--- src/core/slcap_pkg.sv ---
// Package for the slot capability word: offset, field layout and reset value.
package slcap_pkg;
   localparam logic [7:0] SLCAP_WORD_OFFSET = 8'h54;
   localparam logic [31:0] SLCAP_RESET_VALUE = 32'h0000_0000;
   localparam int SLCAP_SLOT_NUM_MSB = 31;
   localparam int SLCAP_SLOT_NUM_LSB = 19;
   localparam int SLCAP_CMD_CPL_NC_BIT = 18;
   localparam int SLCAP_INTERLOCK_BIT = 17;
   localparam int SLCAP_SCALE_MSB = 16;
   localparam int SLCAP_SCALE_LSB = 15;
   localparam int SLCAP_VALUE_MSB = 14;
   localparam int SLCAP_VALUE_LSB = 7;
   localparam int SLCAP_HP_CAPABLE_BIT = 6;
   localparam int SLCAP_HP_SURPRISE_BIT = 5;
   localparam int SLCAP_PWR_IND_BIT = 4;
   localparam int SLCAP_INTERLOCK_CTL_BIT = 11;
   // Scale codes; the ceiling in milliwatts is value times the factor below.
   localparam logic [1:0] SLCAP_SCALE_X1 = 2'h0;
   localparam logic [1:0] SLCAP_SCALE_X0P1 = 2'h1;
   localparam logic [1:0] SLCAP_SCALE_X0P01 = 2'h2;
   localparam logic [1:0] SLCAP_SCALE_X0P001 = 2'h3;
   localparam logic [9:0] SLCAP_MW_X1 = 10'h3E8;
   localparam logic [9:0] SLCAP_MW_X0P1 = 10'h064;
   localparam logic [9:0] SLCAP_MW_X0P01 = 10'h00A;
   localparam logic [9:0] SLCAP_MW_X0P001 = 10'h001;

   typedef struct packed {
      logic [12:0] slot_number;
      logic interlock_present;
      logic [1:0] power_limit_scale;
      logic [7:0] power_limit_value;
      logic hp_capable;
      logic hp_surprise;
      logic power_ind_present;
   } slcap_fields_t;

   typedef struct packed {
      logic valid;
      logic [1:0] power_limit_scale;
      logic [7:0] power_limit_value;
   } slcap_spl_msg_t;
endpackage

--- src/core/slcap_spl_tx.sv ---
// Power-limit message sender: sends once at each link-up rising edge.
`timescale 1ns/1ns
module slcap_spl_tx (
   // Clock and reset
   input wire logic clk_in,
   input wire logic resetn_in,
   // Link state and current fields
   input wire logic link_up_in,
   input wire logic [1:0] scale_in,
   input wire logic [7:0] value_in,
   // Message out, one-cycle valid
   output slcap_pkg::slcap_spl_msg_t msg_out
);
   import slcap_pkg::*;

   logic link_up_reg, link_up_next;
   slcap_spl_msg_t msg_reg, msg_next;

   always_comb begin
      link_up_next = link_up_in;
      msg_next.valid = link_up_in && !link_up_reg;
      // Payload is whatever the fields hold now, programmed or not.
      msg_next.power_limit_scale = scale_in;
      msg_next.power_limit_value = value_in;
   end

   always_ff @(posedge clk_in or negedge resetn_in) begin
      if (!resetn_in) begin
         link_up_reg <= 1'b0;
         msg_reg <= '0;
      end else begin
         link_up_reg <= link_up_next;
         msg_reg <= msg_next;
      end
   end

   assign msg_out = msg_reg;

   chk_spl_on_linkup: assert property (
      @(posedge clk_in) disable iff (!resetn_in)
      $rose(link_up_in) |=> msg_out.valid)
      else $error("message not sent at link up");
   chk_spl_payload: assert property (
      @(posedge clk_in) disable iff (!resetn_in)
      msg_out.valid |-> msg_out.power_limit_value == $past(value_in) &&
      msg_out.power_limit_scale == $past(scale_in))
      else $error("message payload differs from fields");
   cov_spl_sent: cover property (@(posedge clk_in) msg_out.valid);
endmodule

--- src/core/slcap_top.sv ---
// Slot capability word with firmware load path, power-limit message and
// surprise-down classification.
`timescale 1ns/1ns
module slcap_top (
   // Clock and reset
   input wire logic clk_in,
   input wire logic resetn_in,
   // Configuration read port
   input wire logic cfg_rd_in,
   input wire logic [7:0] cfg_addr_in,
   output logic [31:0] cfg_rdata_out,
   output logic cfg_rvalid_out,
   // Firmware initialisation write port
   input wire logic fw_wr_in,
   input wire logic [31:0] fw_wdata_in,
   // Slot control and link state
   input wire logic slot_ctl_in,
   input wire logic dl_active_in,
   input wire logic spl_rx_in,
   // Derived outputs
   output logic interlock_drive_out,
   output logic surprise_down_err_out,
   output logic [17:0] power_ceiling_mw_out,
   output slcap_pkg::slcap_spl_msg_t spl_msg_out
);
   import slcap_pkg::*;

   slcap_fields_t fields_reg, fields_next;
   logic [31:0] rdata_reg, rdata_next;
   logic rvalid_reg, rvalid_next;
   logic ilock_reg, ilock_next;
   logic dl_active_reg, dl_active_next;
   logic sde_reg, sde_next;
   logic [17:0] ceiling_reg, ceiling_next;

   // Multiplier in milliwatts so that the ceiling stays an integer.
   function automatic logic [9:0] scale_mw(input logic [1:0] code);
      logic [9:0] f;
      f = SLCAP_MW_X1;
      unique case (code)
         SLCAP_SCALE_X1: f = SLCAP_MW_X1;
         SLCAP_SCALE_X0P1: f = SLCAP_MW_X0P1;
         SLCAP_SCALE_X0P01: f = SLCAP_MW_X0P01;
         SLCAP_SCALE_X0P001: f = SLCAP_MW_X0P001;
      endcase
      return f;
   endfunction

   function automatic logic [31:0] pack_word(input slcap_fields_t f);
      logic [31:0] w;
      w = SLCAP_RESET_VALUE;
      w[SLCAP_SLOT_NUM_MSB:SLCAP_SLOT_NUM_LSB] = f.slot_number;
      w[SLCAP_CMD_CPL_NC_BIT] = 1'b0;
      w[SLCAP_INTERLOCK_BIT] = f.interlock_present;
      w[SLCAP_SCALE_MSB:SLCAP_SCALE_LSB] = f.power_limit_scale;
      w[SLCAP_VALUE_MSB:SLCAP_VALUE_LSB] = f.power_limit_value;
      w[SLCAP_HP_CAPABLE_BIT] = f.hp_capable;
      w[SLCAP_HP_SURPRISE_BIT] = f.hp_surprise;
      w[SLCAP_PWR_IND_BIT] = f.power_ind_present;
      return w;
   endfunction

   always_comb begin
      fields_next = fields_reg;
      // Only the firmware port writes; configuration reads never change it.
      if (fw_wr_in) begin
         fields_next.slot_number =
            fw_wdata_in[SLCAP_SLOT_NUM_MSB:SLCAP_SLOT_NUM_LSB];
         fields_next.interlock_present = fw_wdata_in[SLCAP_INTERLOCK_BIT];
         fields_next.power_limit_scale =
            fw_wdata_in[SLCAP_SCALE_MSB:SLCAP_SCALE_LSB];
         fields_next.power_limit_value =
            fw_wdata_in[SLCAP_VALUE_MSB:SLCAP_VALUE_LSB];
         fields_next.hp_capable = fw_wdata_in[SLCAP_HP_CAPABLE_BIT];
         fields_next.hp_surprise = fw_wdata_in[SLCAP_HP_SURPRISE_BIT];
         fields_next.power_ind_present = fw_wdata_in[SLCAP_PWR_IND_BIT];
      end
   end

   always_comb begin
      rvalid_next = cfg_rd_in;
      rdata_next = 32'h0000_0000;
      // Unmapped offsets read as zero so software sees no stale data.
      if (cfg_rd_in && cfg_addr_in == SLCAP_WORD_OFFSET) begin
         rdata_next = pack_word(fields_reg);
      end
   end

   always_comb begin
      // Lock follows slot control only when an interlock is declared.
      ilock_next = fields_reg.interlock_present && slot_ctl_in;
      ceiling_next = 18'(fields_reg.power_limit_value *
         scale_mw(fields_reg.power_limit_scale));
      dl_active_next = dl_active_in;
      // Received power-limit messages have no path to any error.
      sde_next = dl_active_reg && !dl_active_in &&
         !(fields_reg.hp_capable && fields_reg.hp_surprise);
   end

   always_ff @(posedge clk_in or negedge resetn_in) begin
      if (!resetn_in) begin
         fields_reg <= '0;
         rdata_reg <= SLCAP_RESET_VALUE;
         rvalid_reg <= 1'b0;
         ilock_reg <= 1'b0;
         dl_active_reg <= 1'b0;
         sde_reg <= 1'b0;
         ceiling_reg <= '0;
      end else begin
         fields_reg <= fields_next;
         rdata_reg <= rdata_next;
         rvalid_reg <= rvalid_next;
         ilock_reg <= ilock_next;
         dl_active_reg <= dl_active_next;
         sde_reg <= sde_next;
         ceiling_reg <= ceiling_next;
      end
   end

   slcap_spl_tx u_spl_tx (
      .clk_in(clk_in),
      .resetn_in(resetn_in),
      .link_up_in(dl_active_in),
      .scale_in(fields_reg.power_limit_scale),
      .value_in(fields_reg.power_limit_value),
      .msg_out(spl_msg_out)
   );

   assign cfg_rdata_out = rdata_reg;
   assign cfg_rvalid_out = rvalid_reg;
   assign interlock_drive_out = ilock_reg;
   assign surprise_down_err_out = sde_reg;
   assign power_ceiling_mw_out = ceiling_reg;

   // Readback: every field as loaded, the fixed bit, and zero when idle.
   chk_slot_num_read: assert property (
      @(posedge clk_in) disable iff (!resetn_in)
      cfg_rd_in && cfg_addr_in == SLCAP_WORD_OFFSET |=>
      cfg_rdata_out[31:19] == $past(fields_reg.slot_number))
      else $error("slot number readback wrong");

   chk_cmd_cpl_zero: assert property (
      @(posedge clk_in) disable iff (!resetn_in)
      !cfg_rdata_out[18])
      else $error("bit 18 not zero");

   chk_rvalid_pulse: assert property (
      @(posedge clk_in) disable iff (!resetn_in)
      cfg_rd_in |=> cfg_rvalid_out)
      else $error("read not answered one cycle later");

   chk_rvalid_idle: assert property (
      @(posedge clk_in) disable iff (!resetn_in)
      !cfg_rd_in |=> !cfg_rvalid_out &&
      cfg_rdata_out == 32'h0000_0000)
      else $error("read answer without a request");

   chk_unmapped_zero: assert property (
      @(posedge clk_in) disable iff (!resetn_in)
      cfg_rd_in && cfg_addr_in != SLCAP_WORD_OFFSET |=>
      cfg_rdata_out == 32'h0000_0000)
      else $error("unmapped offset returned data");

   chk_interlock_read: assert property (
      @(posedge clk_in) disable iff (!resetn_in)
      cfg_rd_in && cfg_addr_in == SLCAP_WORD_OFFSET |=>
      cfg_rdata_out[17] == $past(fields_reg.interlock_present))
      else $error("interlock bit readback wrong");

   chk_value_read: assert property (
      @(posedge clk_in) disable iff (!resetn_in)
      cfg_rd_in && cfg_addr_in == SLCAP_WORD_OFFSET |=>
      cfg_rdata_out[16:7] == {$past(fields_reg.power_limit_scale),
      $past(fields_reg.power_limit_value)})
      else $error("power fields readback wrong");

   chk_hp_bits_read: assert property (
      @(posedge clk_in) disable iff (!resetn_in)
      cfg_rd_in && cfg_addr_in == SLCAP_WORD_OFFSET |=>
      cfg_rdata_out[6:4] == {$past(fields_reg.hp_capable),
      $past(fields_reg.hp_surprise),
      $past(fields_reg.power_ind_present)})
      else $error("capability bits readback wrong");

   // The lock output must follow slot control only while declared present.
   chk_interlock_drive: assert property (
      @(posedge clk_in) disable iff (!resetn_in)
      interlock_drive_out |-> $past(slot_ctl_in) &&
      $past(fields_reg.interlock_present))
      else $error("interlock driven without cause");

   chk_interlock_follow: assert property (
      @(posedge clk_in) disable iff (!resetn_in)
      fields_reg.interlock_present && slot_ctl_in |=> interlock_drive_out)
      else $error("interlock not driven");

   chk_no_lock_absent: assert property (
      @(posedge clk_in) disable iff (!resetn_in)
      !fields_reg.interlock_present |=> !interlock_drive_out)
      else $error("interlock driven while absent");

   // One check per scale code, so a wrong table entry shows at once.
   chk_ceiling_x1: assert property (
      @(posedge clk_in) disable iff (!resetn_in)
      fields_reg.power_limit_scale == SLCAP_SCALE_X1 |=>
      power_ceiling_mw_out == 18'($past(fields_reg.power_limit_value) *
      10'h3E8))
      else $error("ceiling at unit scale wrong");

   chk_ceiling_x0p1: assert property (
      @(posedge clk_in) disable iff (!resetn_in)
      fields_reg.power_limit_scale == 2'h1 &&
      $stable(fields_reg) |=> power_ceiling_mw_out ==
      18'($past(fields_reg.power_limit_value) * 10'h064))
      else $error("ceiling at 0.1 scale wrong");

   chk_ceiling_x0p01: assert property (
      @(posedge clk_in) disable iff (!resetn_in)
      fields_reg.power_limit_scale == SLCAP_SCALE_X0P01 |=>
      power_ceiling_mw_out == 18'($past(fields_reg.power_limit_value) *
      10'h00A))
      else $error("ceiling at 0.01 scale wrong");

   chk_ceiling_x0p001: assert property (
      @(posedge clk_in) disable iff (!resetn_in)
      fields_reg.power_limit_scale == SLCAP_SCALE_X0P001 |=>
      power_ceiling_mw_out == 18'($past(fields_reg.power_limit_value) *
      10'h001))
      else $error("ceiling at 0.001 scale wrong");

   chk_ceiling_bound: assert property (
      @(posedge clk_in) disable iff (!resetn_in)
      power_ceiling_mw_out <= 18'h3E418)
      else $error("ceiling above the largest legal product");

   // The error pulse is judged with the fields seen on the falling edge.
   chk_surprise_down: assert property (
      @(posedge clk_in) disable iff (!resetn_in)
      $fell(dl_active_reg) |-> surprise_down_err_out ==
      !($past(fields_reg.hp_capable) && $past(fields_reg.hp_surprise)))
      else $error("surprise down classification wrong");

   chk_sde_pulse: assert property (
      @(posedge clk_in) disable iff (!resetn_in)
      surprise_down_err_out |=> !surprise_down_err_out)
      else $error("surprise down error longer than one cycle");

   chk_sde_needs_fall: assert property (
      @(posedge clk_in) disable iff (!resetn_in)
      surprise_down_err_out |-> $past(dl_active_reg) &&
      !$past(dl_active_in))
      else $error("surprise down error without link loss");

   chk_no_sde_surprise: assert property (
      @(posedge clk_in) disable iff (!resetn_in)
      dl_active_reg && !dl_active_in && fields_reg.hp_capable &&
      fields_reg.hp_surprise |=> !surprise_down_err_out)
      else $error("surprise removal flagged as error");

   chk_no_rx_error: assert property (
      @(posedge clk_in) disable iff (!resetn_in)
      spl_rx_in && dl_active_in && dl_active_reg |=>
      !surprise_down_err_out)
      else $error("received message raised an error");

   chk_fw_load: assert property (
      @(posedge clk_in) disable iff (!resetn_in)
      fw_wr_in |=> fields_reg.slot_number ==
      $past(fw_wdata_in[31:19]))
      else $error("firmware load not taken");

   chk_fw_load_power: assert property (
      @(posedge clk_in) disable iff (!resetn_in)
      fw_wr_in |=> {fields_reg.power_limit_scale,
      fields_reg.power_limit_value} == $past(fw_wdata_in[16:7]))
      else $error("firmware load of power fields not taken");

   chk_fw_load_caps: assert property (
      @(posedge clk_in) disable iff (!resetn_in)
      fw_wr_in |=> fields_reg.interlock_present == $past(fw_wdata_in[17])
      && {fields_reg.hp_capable, fields_reg.hp_surprise,
      fields_reg.power_ind_present} == $past(fw_wdata_in[6:4]))
      else $error("firmware load of capability bits not taken");

   chk_fields_hold: assert property (
      @(posedge clk_in) disable iff (!resetn_in)
      !fw_wr_in |=> $stable(fields_reg))
      else $error("fields changed without a firmware load");

   // The message leaves once per link-up with whatever the fields hold.
   chk_msg_at_linkup: assert property (
      @(posedge clk_in) disable iff (!resetn_in)
      $rose(dl_active_in) |=> spl_msg_out.valid)
      else $error("no power-limit message after link up");

   chk_msg_payload: assert property (
      @(posedge clk_in) disable iff (!resetn_in)
      spl_msg_out.valid |-> {spl_msg_out.power_limit_scale,
      spl_msg_out.power_limit_value} ==
      $past({fields_reg.power_limit_scale, fields_reg.power_limit_value}))
      else $error("power-limit message payload wrong");

   chk_msg_single: assert property (
      @(posedge clk_in) disable iff (!resetn_in)
      spl_msg_out.valid |=> !spl_msg_out.valid)
      else $error("power-limit message longer than one cycle");

   cov_fw_then_read: cover property (@(posedge clk_in) fw_wr_in ##1
      cfg_rd_in && cfg_addr_in == SLCAP_WORD_OFFSET);
   cov_sde: cover property (@(posedge clk_in) surprise_down_err_out);
   cov_ilock: cover property (@(posedge clk_in) interlock_drive_out);
   cov_surprise_drop: cover property (@(posedge clk_in) dl_active_reg &&
      !dl_active_in && fields_reg.hp_capable && fields_reg.hp_surprise);
endmodule

--- config.mk ---
export PLATFORM = sky130hd
export DESIGN_NAME = slcap_top
export DESIGN_NICKNAME = d
export VERILOG_FILES = /design/src/core/slcap_pkg.sv /design/src/core/slcap_spl_tx.sv /design/src/core/slcap_top.sv
export SDC_FILE = /design/constraint.sdc
export NUM_CORES = 1
export LEC_CHECK = 0
export BUFFER_PORTS_ARGS = -buffer_cell sky130_fd_sc_hd__buf_2
export CAP_MARGIN = 20
export CORE_UTILIZATION = 56
export CTS_BUF_LIST = sky130_fd_sc_hd__clkbuf_4 sky130_fd_sc_hd__clkbuf_8 sky130_fd_sc_hd__clkbuf_16
export CTS_CLUSTER_DIAMETER = 200
export DETAILED_ROUTE_END_ITERATION = 10
export PLACE_DENSITY_LB_ADDON = 0.25
export SYNTH_ARGS = -nofsm -noshare
export SYNTH_HDL_FRONTEND = slang
export SYNTH_SLANG_ARGS = --single-unit
--- constraint.sdc ---
create_clock -name clk_in -period 5.76 [get_ports clk_in]
set_clock_uncertainty 0.1 [all_clocks]
set_input_delay 0.576 -clock clk_in [delete_from_list [all_inputs] [get_ports clk_in]]
set_output_delay 0.576 -clock clk_in [all_outputs]
set_load 0.1 [all_outputs]
==> flow_summary.json <==
{
  "finish.net_count": 715,
  "setup_viol": 0,
  "crit_path_start": "fields_reg[12]$_DFFE_PN0P_",
  "synth_seq_area_share": 0.405,
  "cts_buffer_depth": 2,
  "ff2ff_path_depth": 15,
  "clockPowerShare": 0.170,
  "num_vias": 3579,
  "async_flop_share": 1.00,
  "cp.arrival_ns": 5.43,
  "achievable-frequency_mhz": 191,
  "layout_worst_path_cycle_share": 0.910,
  "chipHeight_um": 99.9,
  "postSynthCellCount": 478,
  "port_buffers": 99,
  "antenna_violations_before_repair": 0,
  "flow.area_growth_from_synthesis_pct": 15.5,
  "yosys.cell_types.count": 47,
  "r2r-end": "power_ceiling_mw_out[16]$_DFF_PN0_",
  "post-dp-hpwl_mm": 7.28,
  "worst-r2r-setup-slack_ns": 0.52,
  "power_switching_mw": 1.33,
  "layoutNonFillerInstCount": 714,
  "critical_path_peak_fanout": 20,
  "final_max_slew_viol_count": 0,
  "postSynth.topFlopCell": "dfrtp_1",
  "ctsHtreeMaxLevel": 3,
  "floorplan.core_area_um2": 9280,
  "final_common_cell": "buf_2",
  "cts_tree": "yes",
  "power_frac_comb": 0.559,
  "worst_setup_hold_path_clk_slew_ns": 0.10,
  "power.density_cell_area_nw_per_um2": 435,
  "place.gp.congestion": 0.869,
  "placedCellCount": 697,
  "initial_core_utilization": 0.578,
  "drt-pass1-iter-count": 4,
  "cts_resized": 0,
  "later_pin_clock_latency_in_the_skew_report_ns": 0.36,
  "detailedRoute.firstIterationViolations": 118,
  "cts_made_buffers": 9,
  "hold_violations": 0,
  "end_kind": "flop",
  "data_required_time_at_the_worst_endpoint_ns": 5.95,
  "peakVddDrop_v": 0.000297,
  "path_class": "flop to flop",
  "finalCriticalPeriod_ns": 5.24,
  "power.sequential.fraction": 0.271,
  "synth.avg_cell_area_um2": 11.2,
  "internal_power_mw": 1.37,
  "slew_headroom": 0.320,
  "drt-vias-per-instance": 5.01,
  "drive_gt1_frac": 0.262,
  "hold_path_class": "input port to flop",
  "antenna_cells": 0,
  "post_synth_instance_area_um2": 5370,
  "worstSetupEndpoint": "power_ceiling_mw_out[16]$_DFF_PN0_",
  "layout.core_utilization": 0.668,
  "leakage_nw": 3.35,
  "grt_overflow": 0,
  "die_w_um": 99.9,
  "timing.setup.tns_ns": 0,
  "wl_per_cell_um": 13.3,
  "synthesis.yosys.warnings": 0,
  "worstSetupStartpointType": "flop",
  "grt_start_max_net_pins": 73,
  "detail_route.wirelength_mm": 9.50,
  "timing.hold.worst_path_depth": 1,
  "grt_pass1_wl_mm": 15.8,
  "grt_pass1_vias": 3411,
  "leading_cell_types_in_the_layout_fill_and_taps_excluded": "98 x buf_2, 89 x inv_1, 87 x dfrtp_1",
  "grt_setup_unrepaired": "no",
  "status": "finished, final reports clean",
  "synth_seq_cells": 87,
  "grt.total_usage": 0.204,
  "antenna_left": 0,
  "cts_setup_buffers": 0,
  "clk_root_buffer_cell": "clkbuf_8",
  "io-pin-count": 111,
  "clock_sinks": 87,
  "switching_share_of_power": 0.491,
  "rows": 35,
  "cap_violations": 0,
  "timing.hold.ws_ns": 0.235,
  "dieArea_um2": 9980,
  "synth_edf_count": 0,
  "rr_startpoint": "fields_reg[12]$_DFFE_PN0P_",
  "tightest_slew_ns": 1.01,
  "detail_route.drc_violations": 0
}
==> per-stage QoR <==
| stage | area (um^2) | power, mW | setup slack, ns |
|---|---|---|---|
| 2_1_floorplan | 5380 | 2.01 | 1.12 |
| 3_3_place_gp | 5980 | 2.21 | 0.663 |
| 3_5_place_dp | 5980 | 2.25 | 0.567 |
| 4_1_cts | 6200 | 2.72 | 0.550 |
| 5_1_grt | 6200 | 2.90 | 0.203 |
| 6_report | 6200 | 2.70 | 0.516 |
==> what timing repair did <==
item,in CTS,in global routing
endpoints found under the setup margin,0,0
hold endpoints to repair,15,0
hold buffers,1,0
==> logic make-up after synthesis <==
group           synth area share
simple gates               0.125
buf+inv                   0.0804
fa+ha+maj                  0.261
flops                      0.406
compound gates            0.0496
mux                       0.0601
xor+xnor                  0.0179
other cells             0.000698
==> synthesized netlist by cell type, types with 10 or more instances <==
cell      n  share of area
nor2b_1  15          0.017
dfrtp_1  87           0.41
and2_1   33          0.038
nand2_1  21          0.015
inv_1    89          0.062
mux2_2   26          0.055
ha_1     48           0.11
a21oi_1  16          0.015
xnor2_1  10          0.016
nor2_1   15          0.010
fa_1     40           0.15
==> metal layers <==
layer,share of wire,track usage,wire length (um),vias to the layer above
met5,0,0,0,-
met3,0.046,0.0481,435,14
met4,0.014,0.0588,136,0
li1,-,-,-,1710
met1,0.43,0.264,4130,1752
met2,0.50,0.344,4790,103
==> how the worst min path moves through the flow <==
stage	start	to	slack (ns)
global route	cfg_rd_in	cfg_rvalid_out$_DFF_PN0_	0.22
detailed placement	u_spl_tx.link_up_reg$_DFF_PN0_	u_spl_tx.msg_out[10]$_DFF_PN0_	0.32
CTS	cfg_rd_in	cfg_rvalid_out$_DFF_PN0_	0.22
global placement	u_spl_tx.link_up_reg$_DFF_PN0_	u_spl_tx.msg_out[10]$_DFF_PN0_	0.31
finish	cfg_rd_in	cfg_rvalid_out$_DFF_PN0_	0.24
floorplan	resetn_in	cfg_rdata_out[10]$_DFF_PN0_	0.18
==> area by class of cell <==
| cell class | instances | area (um^2) |
|---|---|---|
| flip-flops and latches | 87 | 2180 |
| clock inverters | 7 | 90.1 |
| inverters | 89 | 334 |
| well taps | 129 | 161 |
| clock buffers | 9 | 124 |
| multi-input cells | 289 | 2780 |
| repair buffers | 104 | 538 |
| fillers | 718 | 3080 |
==> worst max-delay path: stages (launching register included) <==
cell,delay (ns)
dfrtp_1,0.59
nor2b_1,0.37
nand2_1,0.16
inv_1,0.14
fa_1,0.45
fa_1,0.51
inv_1,0.06
fa_1,0.50
fa_1,0.54
inv_1,0.04
ha_1,0.37
a21oi_1,0.36
o21ai_0,0.17
a311o_1,0.36
a21oi_1,0.27
xnor2_1,0.16
==> power by group through the flow <==
stage	clock network (mW)	registers, mW	logic [mW]
2_1_floorplan	0	1.18	0.834
3_3_place_gp	0	0.740	1.47
3_5_place_dp	0	0.743	1.51
4_1_cts	0.470	0.731	1.52
5_1_grt	0.491	0.740	1.67
6_report	0.459	0.730	1.51
(Power assumes the default switching activity.)
